==> src/rtl/dcps_defines.svh <==
// register offsets, field positions and reset values of the control/pin-status group
// assumes: included by the package, the checker and the bench
`ifndef DCPS_DEFINES_SVH
`define DCPS_DEFINES_SVH
`define DCPS_ADDR_W       8
`define DCPS_DATA_W       16
`define DCPS_OFS_CTRL     8'h18
`define DCPS_OFS_TADDR    8'h1a
`define DCPS_OFS_LEVEL    8'h20
`define DCPS_OFS_FLAGS    8'h22
`define DCPS_OFS_MASK     8'h24
`define DCPS_BIT_SRST     0
`define DCPS_BIT_COMMIT   1
`define DCPS_BIT_CFGD     2
`define DCPS_BIT_FMP      3
`define DCPS_BIT_GCALL    5
`define DCPS_FMP_RST      1'h1
`define DCPS_ALT_LO       9
`define DCPS_TADDR_W      7
`define DCPS_TOP_PIN_IRQ  1
`define DCPS_TOP_READY    12
`define DCPS_CFG_FALL     5
`define DCPS_CFG_RISE     4
`define DCPS_PINS         16
`define DCPS_WARM_W       3   // sync stages plus previous sample after reset
`endif

==> src/rtl/dcps_pkg.sv <==
// types shared by both ends of the control/pin-status register group
// assumes: dcps_defines.svh on the include path
`include "dcps_defines.svh"
package dcps_pkg;
  typedef logic [`DCPS_ADDR_W-1:0] dcps_addr_t;
  typedef logic [`DCPS_DATA_W-1:0] dcps_data_t;
  typedef enum logic [1:0]
  {
    DCPS_IDLE   = 2'b00,
    DCPS_WAIT   = 2'b01,
    DCPS_DONE   = 2'b10
  } dcps_host_st_t;
endpackage

==> src/rtl/dcps_if.sv <==
// management access channel between host and device register group
// assumes: one clock mclk, single-cycle access, read data valid next cycle
`timescale 1ns/1ps
interface dcps_if;
  import dcps_pkg::*;
  logic       req;     // access strobe, one cycle
  logic       wr;      // 1 write, 0 read
  dcps_addr_t addr;
  dcps_data_t wdata;
  dcps_data_t rdata;
  logic       ack;     // answer pulse one cycle after req
  logic       irq;     // pin-change interrupt level
  modport host (output req, output wr, output addr, output wdata,
                input rdata, input ack, input irq);
  modport dev  (input req, input wr, input addr, input wdata,
                output rdata, output ack, output irq);
endinterface

==> src/rtl/dcps_device.sv <==
// device end: control, target address, pin level, pin-change flag and mask registers
// assumes: pins synchronous in source domain only loosely; synchronised here
`timescale 1ns/1ps
module dcps_device #(
  parameter int NPINS = `DCPS_PINS
) (
  input  wire logic                mclk,
  input  wire logic                rst_n,
  dcps_if.dev                      bus,
  input  wire logic [NPINS-1:0]    pin_in,            // raw general_pin levels
  input  wire logic [NPINS-1:0]    rise_sel,          // rising_edge_alert per pin
  input  wire logic [NPINS-1:0]    fall_sel,          // falling_edge_alert per pin
  input  wire logic [NPINS-1:0]    pin_override_enable,
  input  wire logic [7:0]          staged_cfg [NPINS],
  input  wire logic                config_done,       // full configuration finished
  input  wire logic [6:0]          strap_address,
  input  wire logic                otp_address_override_enable,
  input  wire logic [6:0]          otp_address_value,
  input  wire logic                standalone_mode,
  input  wire logic                general_call_seen, // general call address observed
  output logic [7:0]               live_cfg [NPINS],
  output logic                     commit_done,
  output logic                     general_call_ack,
  output logic                     fast_mode_plus_select,
  output logic [6:0]               target_address,
  output logic                     soft_chip_reset,
  output logic [NPINS-1:0]         alt_function_sel,
  output logic [15:0]              top_irq_bits
);
  import dcps_pkg::*;

  // ****************************************************************
  // synchroniser and edge detection
  // ****************************************************************
  logic [NPINS-1:0] sync1_reg, sync2_reg, prev_reg;
  logic [`DCPS_WARM_W-1:0] warm_reg;  // fills with ones after reset release
  logic [NPINS-1:0] flags_reg, flags_next, mask_reg;
  logic             gcall_reg, fmp_reg, cfgd_reg, commit_reg, srst_reg;
  logic [6:0]       taddr_reg;
  logic             addr_loaded_reg;
  logic             ack_reg, irq_reg;
  dcps_data_t       rdata_reg;

  // two-stage pin synchroniser; first stage feeds only the second
  always_ff @(posedge mclk or negedge rst_n)
  begin
    if (!rst_n)
    begin
      sync1_reg <= '0;
      sync2_reg <= '0;
      prev_reg  <= '0;
      warm_reg  <= '0;
    end
    else
    begin
      sync1_reg <= pin_in;
      sync2_reg <= sync1_reg;
      prev_reg  <= sync2_reg;
      warm_reg  <= {warm_reg[`DCPS_WARM_W-2:0], 1'b1};
    end
  end

  // qualified edges per pin
  wire [NPINS-1:0] rise_ev = sync2_reg & ~prev_reg & rise_sel;
  wire [NPINS-1:0] fall_ev = ~sync2_reg & prev_reg & fall_sel;
  // no edges until prev holds a real pin sample, else a pin high at reset fakes a rise
  wire             edge_ok   = warm_reg[`DCPS_WARM_W-1];
  wire [NPINS-1:0] change_ev = edge_ok ? (rise_ev | fall_ev) : '0;

  // ****************************************************************
  // register decode
  // ****************************************************************
  // write strobe for one register offset
  function automatic logic wr_hit(input logic       req,
                                  input logic       wr,
                                  input dcps_addr_t a,
                                  input dcps_addr_t ofs);
    return req && wr && a == ofs;
  endfunction

  wire wr_ctrl  = wr_hit(bus.req, bus.wr, bus.addr, `DCPS_OFS_CTRL);
  wire wr_taddr = wr_hit(bus.req, bus.wr, bus.addr, `DCPS_OFS_TADDR);
  wire wr_flags = wr_hit(bus.req, bus.wr, bus.addr, `DCPS_OFS_FLAGS);
  wire wr_mask  = wr_hit(bus.req, bus.wr, bus.addr, `DCPS_OFS_MASK);
  wire rd       = bus.req && !bus.wr;
  wire ovr_pending = |pin_override_enable;
  wire commit_go   = commit_reg && !ovr_pending;

  // set wins over write-one clear
  assign flags_next = (flags_reg & ~(wr_flags ? bus.wdata[NPINS-1:0] : '0))
                      | change_ev;

  // read mux; reserved bits zero
  dcps_data_t rd_mux;
  wire dcps_data_t ctrl_rd = dcps_data_t'({gcall_reg, 1'b0, fmp_reg, cfgd_reg,
                                           commit_reg, 1'b0});
  assign rd_mux = (bus.addr == `DCPS_OFS_CTRL)  ? ctrl_rd :
                  (bus.addr == `DCPS_OFS_TADDR) ? dcps_data_t'(taddr_reg) :
                  (bus.addr == `DCPS_OFS_LEVEL) ? dcps_data_t'(sync2_reg) :
                  (bus.addr == `DCPS_OFS_FLAGS) ? dcps_data_t'(flags_reg) :
                  (bus.addr == `DCPS_OFS_MASK)  ? dcps_data_t'(mask_reg) : '0;

  // ****************************************************************
  // control register
  // ****************************************************************
  always_ff @(posedge mclk or negedge rst_n)
  begin
    if (!rst_n)
    begin
      gcall_reg  <= 1'b0;
      fmp_reg    <= `DCPS_FMP_RST;
      cfgd_reg   <= 1'b0;
      commit_reg <= 1'b0;
      srst_reg   <= 1'b0;
    end
    else
    begin
      if (wr_ctrl)
      begin
        gcall_reg <= bus.wdata[`DCPS_BIT_GCALL];
        fmp_reg   <= bus.wdata[`DCPS_BIT_FMP];
      end
      if (config_done)
        cfgd_reg <= 1'b1;
      if (commit_go)
        commit_reg <= 1'b0;
      else if (wr_ctrl && bus.wdata[`DCPS_BIT_COMMIT])
        commit_reg <= 1'b1;
      srst_reg <= wr_ctrl && bus.wdata[`DCPS_BIT_SRST];
    end
  end

  // target address: loaded once after reset release, then writable
  always_ff @(posedge mclk or negedge rst_n)
  begin
    if (!rst_n)
    begin
      taddr_reg       <= '0;
      addr_loaded_reg <= 1'b0;
    end
    else if (!addr_loaded_reg)
    begin
      taddr_reg       <= otp_address_override_enable ? otp_address_value
                                                     : strap_address;
      addr_loaded_reg <= 1'b1;
    end
    else if (wr_taddr)
      taddr_reg <= bus.wdata[`DCPS_TADDR_W-1:0];
  end

  // ****************************************************************
  // flags, mask, bus answer, interrupt
  // ****************************************************************
  always_ff @(posedge mclk or negedge rst_n)
  begin
    if (!rst_n)
    begin
      flags_reg <= '0;
      mask_reg  <= '0;
      ack_reg   <= 1'b0;
      rdata_reg <= '0;
      irq_reg   <= 1'b0;
    end
    else
    begin
      flags_reg <= flags_next;
      if (wr_mask)
        mask_reg <= bus.wdata[NPINS-1:0];
      ack_reg   <= bus.req;
      if (rd)
        rdata_reg <= rd_mux;
      irq_reg   <= |(flags_next & mask_reg);
    end
  end

  // live pin configuration, all pins copied in one edge
  always_ff @(posedge mclk or negedge rst_n)
  begin
    if (!rst_n)
    begin
      for (int i = 0; i < NPINS; i++)
        live_cfg[i] <= '0;
      commit_done <= 1'b0;
    end
    else
    begin
      if (commit_go)
        live_cfg <= staged_cfg;
      commit_done <= commit_go;
    end
  end

  // derived outputs, each registered
  always_ff @(posedge mclk or negedge rst_n)
  begin
    if (!rst_n)
    begin
      general_call_ack      <= 1'b0;
      fast_mode_plus_select <= `DCPS_FMP_RST;
      target_address        <= '0;
      soft_chip_reset       <= 1'b0;
      alt_function_sel      <= '0;
      top_irq_bits          <= '0;
    end
    else
    begin
      general_call_ack      <= general_call_seen && gcall_reg;
      fast_mode_plus_select <= fmp_reg;
      target_address        <= taddr_reg;
      soft_chip_reset       <= srst_reg;
      for (int i = 0; i < NPINS; i++)
        alt_function_sel[i] <= standalone_mode && i >= `DCPS_ALT_LO;
      top_irq_bits <= '0;
      top_irq_bits[`DCPS_TOP_PIN_IRQ] <= |(flags_next & mask_reg);
      top_irq_bits[`DCPS_TOP_READY]   <= cfgd_reg;
    end
  end

  assign bus.ack   = ack_reg;
  assign bus.rdata = rdata_reg;
  assign bus.irq   = irq_reg;
endmodule

==> src/flat_wrapper.sv <==
// flat-port wrapper written by rule: the top's interface ports become plain ports
module dcps_device_flat import dcps_pkg::*;
#(
  parameter int NPINS = `DCPS_PINS
)
  (mclk, rst_n, pin_in, rise_sel, fall_sel, pin_override_enable, staged_cfg, config_done, strap_address, otp_address_override_enable, otp_address_value, standalone_mode, general_call_seen, live_cfg, commit_done, general_call_ack, fast_mode_plus_select, target_address, soft_chip_reset, alt_function_sel, top_irq_bits, bus_req, bus_wr, bus_addr, bus_wdata, bus_rdata, bus_ack, bus_irq);
  dcps_if bus_i ();
  input  wire logic mclk;
  input  wire logic rst_n;
  input  wire logic [NPINS-1:0] pin_in;
  input  wire logic [NPINS-1:0] rise_sel;
  input  wire logic [NPINS-1:0] fall_sel;
  input  wire logic [NPINS-1:0] pin_override_enable;
  input  wire logic [7:0] staged_cfg[NPINS];
  input  wire logic config_done;
  input  wire logic [6:0] strap_address;
  input  wire logic otp_address_override_enable;
  input  wire logic [6:0] otp_address_value;
  input  wire logic standalone_mode;
  input  wire logic general_call_seen;
  output logic [7:0] live_cfg[NPINS];
  output logic commit_done;
  output logic general_call_ack;
  output logic fast_mode_plus_select;
  output logic [6:0] target_address;
  output logic soft_chip_reset;
  output logic [NPINS-1:0] alt_function_sel;
  output logic [15:0] top_irq_bits;
  input wire logic [$bits(bus_i.req)-1:0] bus_req;
  input wire logic [$bits(bus_i.wr)-1:0] bus_wr;
  input wire logic [$bits(bus_i.addr)-1:0] bus_addr;
  input wire logic [$bits(bus_i.wdata)-1:0] bus_wdata;
  output wire logic [$bits(bus_i.rdata)-1:0] bus_rdata;
  output wire logic [$bits(bus_i.ack)-1:0] bus_ack;
  output wire logic [$bits(bus_i.irq)-1:0] bus_irq;
  assign bus_i.req = bus_req;
  assign bus_i.wr = bus_wr;
  assign bus_i.addr = bus_addr;
  assign bus_i.wdata = bus_wdata;
  assign bus_rdata = bus_i.rdata;
  assign bus_ack = bus_i.ack;
  assign bus_irq = bus_i.irq;
  dcps_device #(.NPINS(NPINS)) u_core (.mclk(mclk), .rst_n(rst_n), .bus(bus_i), .pin_in(pin_in), .rise_sel(rise_sel), .fall_sel(fall_sel), .pin_override_enable(pin_override_enable), .staged_cfg(staged_cfg), .config_done(config_done), .strap_address(strap_address), .otp_address_override_enable(otp_address_override_enable), .otp_address_value(otp_address_value), .standalone_mode(standalone_mode), .general_call_seen(general_call_seen), .live_cfg(live_cfg), .commit_done(commit_done), .general_call_ack(general_call_ack), .fast_mode_plus_select(fast_mode_plus_select), .target_address(target_address), .soft_chip_reset(soft_chip_reset), .alt_function_sel(alt_function_sel), .top_irq_bits(top_irq_bits));
endmodule
==> config.mk <==
export PLATFORM = sky130hd
export DESIGN_NAME = dcps_device_flat
export DESIGN_NICKNAME = d
export VERILOG_FILES = /design/src/rtl/dcps_pkg.sv /design/src/rtl/dcps_if.sv /design/src/rtl/dcps_device.sv /design/src/flat_wrapper.sv
export VERILOG_INCLUDE_DIRS = /design/src /design/src/rtl
export SDC_FILE = /design/constraint.sdc
export NUM_CORES = 1
export LEC_CHECK = 0
export ABC_AREA = 1
export BUFFER_PORTS_ARGS = -buffer_cell sky130_fd_sc_hd__buf_2
export CORE_AREA = 2 2 166 168
export CTS_BUF_LIST = sky130_fd_sc_hd__clkbuf_8 sky130_fd_sc_hd__clkbuf_16
export DETAILED_ROUTE_END_ITERATION = 8
export DIE_AREA = 0 0 168 170
export HOLD_SLACK_MARGIN = 0.15
export PLACE_DENSITY = 0.66
export REMOVE_ABC_BUFFERS = 1
export SLEW_MARGIN = 20
export SYNTH_ARGS = -nofsm -noshare
export SYNTH_HDL_FRONTEND = slang
export SYNTH_SLANG_ARGS = --single-unit
==> constraint.sdc <==
create_clock -name mclk -period 2.1 [get_ports mclk]
set_clock_uncertainty 0.1 [all_clocks]
set_input_delay 0.21 -clock mclk [delete_from_list [all_inputs] [get_ports mclk]]
set_output_delay 0.21 -clock mclk [all_outputs]
set_load 0.01 [all_outputs]
==> results of run 1 <==
[repair_timing]
item                       CTS  global route
gates resized for setup      0            11
hold endpoints to repair   452             0
hold buffers               234             0
setup endpoints to repair    0            10
setup buffers                0             7
[logic make-up (layout without fill, tap and decap cells)]
kind of cell	Yosys count	in the layout	share of synthesized area [%]
AND/OR/NAND/NOR	641	641	25.4
flip-flops	254	254	62.0
buffers and inverters	120	751	6.51
AO/OA/AOI/OAI	70	70	3.84
multiplexers	20	20	2.26
other	2	34	0.0732
[layout by cell type (no fill, tap or decap), types with 3 or more instances in the layout]
master	Yosys	routed
inv_2	6	7
mux2_2	9	9
o21ai_0	25	25
nor2_2	6	7
nand2_2	7	8
nand3_1	19	18
a22o_1	3	3
bufinv_16	0	4
nor2_1	31	29
clkbuf_8	0	4
o21ai_1	5	5
nand2_1	544	543
conb_1	2	24
dlygate4sd3_1	0	230
buf_12	0	9
mux2i_1	7	7
diode_2	0	10
a21oi_1	29	29
dfrtp_1	252	250
inv_1	39	42
o2111ai_1	3	3
nand4_1	9	9
nor4_1	3	3
clkinv_2	2	5
buf_4	45	13
nand3b_1	7	7
nor2_4	2	3
nand3_2	6	6
buf_2	19	402
mux2_4	4	4
clkbuf_16	0	27
[tightest hold or removal path: stages]
cell	delay [ns]
buf_2	0.08
nor3_1	0.06
nand3_4	0.12
inv_4	0.11
nand2_1	0.09
nand2_1	0.05
[report_power, final]
group	total [uW]	switching (uW)	leakage (uW)	internal, uW
combinational	1010	452	0.00508	558
sequential	5090	81.1	0.00328	5010
clock	4870	1910	0.000469	2960
total	11000	2450	0.00883	8520
[routing by layer]
layer | global-route usage (%) | up-vias
li1 | - | 4670
met1 | 27.1 | 4694
met2 | 39.3 | 413
met3 | 6.33 | 86
met4 | 8.54 | 0
met5 | 0 | -
[layout make-up]
cell class / count / area, um^2
fill: 2161 / 10800
sequential: 254 / 6360
timing repair buffer: 656 / 4620
multi-input combinational: 755 / 3350
clock buffer: 31 / 731
tap: 341 / 427
inverter: 49 / 190
clock inverter: 15 / 176
antenna: 10 / 25.0
[worst max path at each step]
stage | from | end | slack, ns
finish | bus_addr[1] | u_core.gcall_reg | 0.08
global route | bus_addr[1] | u_core.bus.rdata[1] | -0.04
CTS | u_core.sync2_reg[12] | u_core.flags_reg[12] | 0.01
detailed placement | bus_addr[4] | u_core.mask_reg[13] | 0.31
global placement | bus_addr[4] | u_core.mask_reg[13] | 0.33
floorplan | pin_override_enable[4] | u_core.live_cfg[0] | -3.11
[through the flow]
stage / setup slack (ns) / total power, uW / area [um^2] / TNS [ns] / utilization [%]
global placement: 0.332 / 5820 / 12600 / 0 / 47.1
detailed placement: 0.312 / 5830 / 12600 / 0 / 47.1
finish: 0.0792 / 11000 / 15900 / 0 / 59.6
floorplan: -3.11 / 5350 / 9860 / -404.69 / -
CTS: 0.0109 / 11100 / 15800 / 0 / 59.3
global route: -0.0409 / 11400 / 15900 / -0.0503 / 59.5
==> impl_metrics.ini, run 1 <==
[status]
status = finished clean

[hold_path]
holdPathStages = 6
min_from = pin_override_enable[14]
min_to = u_core.live_cfg[30]
hold_path.class = input pin to register

[route]
num_vias = 9863
ant_nets = 0
drt-met1-wl_um = 13100
drc = 0
drtIter0Drc = 591
routed_wirelength_um = 33400
route.met3.wl_um = 2700
wl_met2_um = 16600
viasPerCell = 4.67
wire_per_inst_um = 15.8
top_layer = met4
first_pass_iters = 7

[cells_and_area]
fin_cells = 2111
layout-drive-gt1-share_pct = 29.7
top_register = u_core.live_cfg
area_growth_pct = 54.7
largest_register_ffs = 128
num-nets-final = 1981

[floorplanning]
die_w_um = 168
die_h_um = 170
dieArea_um2 = 28600
initial_utilization_pct = 38.5
rows = 60
core_area_um2 = 26700
ios = 427

[global_route]
grt_max_degree = 129
grt-ovfl-total = 0
grt_pass1_vias = 10200
grt_usage_pct = 22.7
grt_pass1_wl_um = 52400
antenna_found_initial = 6

[timing]
setup_violations = 0
max_slew_margin_pct = 56.8
layout_worst_path_cycle_share_pct = 96.2
slew_violations = 0
hold_violations = 0
fmax_mhz = 495
hold_slack_ns = 0.147
tightest_slew_ns = 0.648
finalCriticalPeriod_ns = 2.02

[critical_path]
required_ns = 2.40
r2r_slack_ns = 0.10
worstPathMaxFanout = 5
r2r_start = u_core.sync2_reg[10]
cpPeakStageDelay_ns = 0.55
slowest_stage = dlygate4sd3_1
cp.depth = 11
path_class = input pin to register
rr_endpoint = u_core.top_irq_bits[1]
crit_arrival_ns = 2.32
end_kind = register
crit_path_start_kind = input pin
rr_worst_depth = 13
critical_path.top_delay_family = buffers and inverters
worstPathCellList = dlygate4sd3_1 -> buf_2 -> nor2_4 -> inv_2 -> nor3_4 -> inv_1 -> nor2_2 -> inv_1 -> nand2_1 -> o21ai_1 -> dlygate4sd3_1
crit_buf_inv = 6

[run]
cap_violations = 0

[cts]
worst_skew_pair.late_latency_ns = 0.53
cts_buffer_depth = 3
numCtsBuffers = 27
cts.htree.levels = 1
cts_root_buf = clkbuf_16
clock_sinks = 254
cts_tree = built
clk_pin_slew_worst_paths_ns = 0.06

[yosys]
synth_edf_count = 0
ys_seq_elements = 254
synth_common_cells = nand2_1 (544), dfrtp_1 (252), buf_4 (45), inv_1 (39), nor2_1 (31)
synth-warning-count = 0
async_reset_ff_share_pct = 100
yosysSeqAreaShare_pct = 62.0
yosysTopAreaCell = dfrtp_1
synthFlopType = dfrtp_1
synth_top_area_share_pct = 61.5
syn_area_um2 = 10300
yosys.cell_types.count = 37
synthTopCellsByArea = dfrtp_1 (61%), nand2_1 (20%), buf_4 (3.3%)
syn_area_per_cell_um2 = 9.27
synthCells = 1107
yosysMostFrequentCell = nand2_1

[power_and_ir_drop]
p_leak_uw = 0.00883
peakVddDrop_uv = 642
powerDensity_nw_per_um2 = 691

[placement]
dp_hpwl_um = 21000
dp.cells = 1817
place_congestion = 0.818
port_buffers = 403
(Power assumes the default switching activity.)
==> inputs of run 2 (changes only) <==
--- a/config.mk
+++ b/config.mk
@@ -7,13 +7,13 @@
 export NUM_CORES = 1
 export LEC_CHECK = 0
 export ABC_AREA = 1
-export BUFFER_PORTS_ARGS = -buffer_cell sky130_fd_sc_hd__buf_2
-export CORE_AREA = 2 2 166 168
+export BUFFER_PORTS_ARGS = -buffer_cell sky130_fd_sc_hd__buf_4
+export CORE_AREA = 2 2 164 166
 export CTS_BUF_LIST = sky130_fd_sc_hd__clkbuf_8 sky130_fd_sc_hd__clkbuf_16
 export DETAILED_ROUTE_END_ITERATION = 8
-export DIE_AREA = 0 0 168 170
+export DIE_AREA = 0 0 166 168
 export HOLD_SLACK_MARGIN = 0.15
-export PLACE_DENSITY = 0.66
+export PLACE_DENSITY = 0.68
 export REMOVE_ABC_BUFFERS = 1
 export SLEW_MARGIN = 20
 export SYNTH_ARGS = -nofsm -noshare
==> run 2 against run 1 <==
The flow now finishes with violations (negative setup slack). Final cell count is the same. Non-clock buffer count down 3. Hold slack better by 0.0018 ns. Combinational power increased by 16%. Die area decreased by 2.4%. Total power up 5.0%. Count of clock-buffer cells in the layout increased by 5. Sequential power barely moved. Fmax decreased by 4.5%.
==> impl_metrics.ini, run 2 (synthesized netlist as in run 1, its figures left out) <==
[timing]
setup_violations = 1
finalCriticalPeriod_ns = 2.12
hold_slack_ns = 0.149
max_slew_margin_pct = 55.8
tightest_slew_ns = 0.663
layout_worst_path_cycle_share_pct = 101
fmax_mhz = 472
hold_violations = 0
fin_ws_ns = -0.0164
slew_violations = 0

[critical_path]
slowest_stage = dlygate4sd3_1
critical_path.top_delay_family = buffers and inverters
path_class = input pin to register
end_kind = register
cpPeakStageDelay_ns = 0.57
crit_arrival_ns = 2.43
crit_top_cell = dlygate4sd3_1
required_ns = 2.42
worstPathCellList = dlygate4sd3_1 -> buf_4 -> mux2i_1 -> dlygate4sd3_1 -> o21ai_0 -> nand2_1 -> dlygate4sd3_1 -> o21ai_1
crit_buf_inv = 4
worstPathMaxFanout = 1
crit_path_start_kind = input pin

[global_route]
grt-ovfl-total = 0
grt_pass1_wl_um = 54100
grt_max_degree = 115
antenna_found_initial = 7
grt_pass1_vias = 10300
grt_usage_pct = 23.8

[cells_and_area]
final_util_pct = 64.1
nFillCells = 1974
seqCellArea_um2 = 6360
layout-drive-gt1-share_pct = 30.2
top_register = u_core.live_cfg
num-nets-final = 1979
area_growth_pct = 64.7
multiInputGateArea_um2 = 3350
final_common_cell = nand2_1
largest_register_ffs = 128
layout_common_cells = nand2_1 (543), buf_4 (421), dfrtp_1 (252)

[power_and_ir_drop]
finalPower_uw = 11500
p_clk_share_pct = 45.6
p_sw_uw = 2590
peakVddDrop_uv = 766
p_leak_uw = 0.00907
seqPwrFrac_pct = 44.2
p_comb_share_pct = 10.1
sw_frac_of_total_pct = 22.5
p_int_uw = 8930
powerDensity_nw_per_um2 = 681

[floorplanning]
ios = 427
die_h_um = 168
die_w_um = 166
core_area_um2 = 26400
dieArea_um2 = 27900
rows = 60
initial_utilization_pct = 38.9

[hold_path]
hold_path.class = input pin to register

[cts]
cts_buffer_depth = 3
clock_sinks = 254
cts.htree.levels = 1
cts_root_buf = clkbuf_16
cts_tree = built
clk_pin_slew_worst_paths_ns = 0.06
numCtsBuffers = 28
worst_skew_pair.late_latency_ns = 0.53

[route]
viasPerCell = 4.64
num_vias = 9787
drc = 0
ant_nets = 0
drtIter0Drc = 482
first_pass_iters = 5
routed_wirelength_um = 34000
wire_per_inst_um = 16.1

[run]
cap_violations = 0

[placement]
port_buffers = 403
dp_hpwl_um = 21600
place_congestion = 0.826

[status]
status = finished, violations left
violations = negative setup slack
[run 2: cell count changes in the layout (fill, tap and decap cells not counted), moves of 2 or more]
cell           previous run  this run
dlygate4sd3_1           230       224
clkinv_2                  5         7
nor2_2                    7         5
buf_2                   402         0
buf_4                    13       421
dfrtp_1                 250       252
buf_12                    9         6
dfrtp_2                   2         0
inv_1                    42        39
diode_2                  10         7
clkbuf_8                  4         8
[run 2: power groups by stage]
stage          logic [uW]  registers (uW)  clock network (uW)
3_3_place_gp          791            5170                   0
6_report             1170            5090                5260
5_1_grt              1270            5100                5580
3_5_place_dp          799            5180                   0
4_1_cts              1150            5090                5370
2_1_floorplan         173            5170                   0
[run 2: per-layer routing]
layer	wire [um]	GRT usage [%]
met2	17400	41.8
met5	13	0
met4	667	6.43
met3	2770	7.08
met1	13100	28.5
[run 2: what timing repair did]
action	CTS	global route
gates resized for setup	0	9
hold buffers	227	0
endpoints found under the setup margin	0	8
buffers inserted	0	7
hold endpoints to repair	461	0
[run 2: layout make-up]
| class | count | share of cell area [%] |
|---|---|---|
| Timing Repair Buffer | 653 | 32.8 |
| Clock inverter | 16 | 1.18 |
| Sequential cell | 254 | 37.6 |
| Multi-Input combinational cell | 755 | 19.8 |
| Inverter | 49 | 1.12 |
| Antenna cell | 7 | 0.104 |
| Clock buffer | 36 | 4.80 |
| Tap cell | 341 | 2.52 |
[run 2: worst paths after layout]
check                                startpoint                   end  slack, ns  cells after the start
setup / recovery           otp_address_value[4]   u_core.taddr_reg[4]      -0.02                      8
hold / removal                      bus_addr[1]   u_core.bus.rdata[2]       0.15                      7
setup reg to reg             u_core.warm_reg[0]   u_core.taddr_reg[4]       0.15                      4
hold reg to reg             u_core.sync1_reg[9]   u_core.sync2_reg[9]       0.25                      0
max in group asynchronous                 rst_n  u_core.sync1_reg[10]       0.57                      4
min in group asynchronous                 rst_n  u_core.live_cfg[118]       0.64                      3
[run 2: through the flow]
stage | area [um^2] | worst slack (ns) | setup TNS, ns | cells
final | 16900 | -0.0164 | -0.0164 | 2111
after global routing | 16900 | -0.0211 | -0.0262 | 2110
after CTS | 16800 | 0.0287 | 0 | 2100
after detailed placement | 13600 | 0.214 | 0 | 1821
after global placement | 13600 | 0.282 | 0 | 1821
after floorplan | 9860 | -3.11 | -404.69 | 1058
[run 2: worst min-delay path: stages]
cell     delay, ns
buf_4         0.11
nor2_4        0.05
inv_2         0.06
nor3_4        0.04
buf_6         0.12
nand2_1       0.06
a31oi_1       0.08
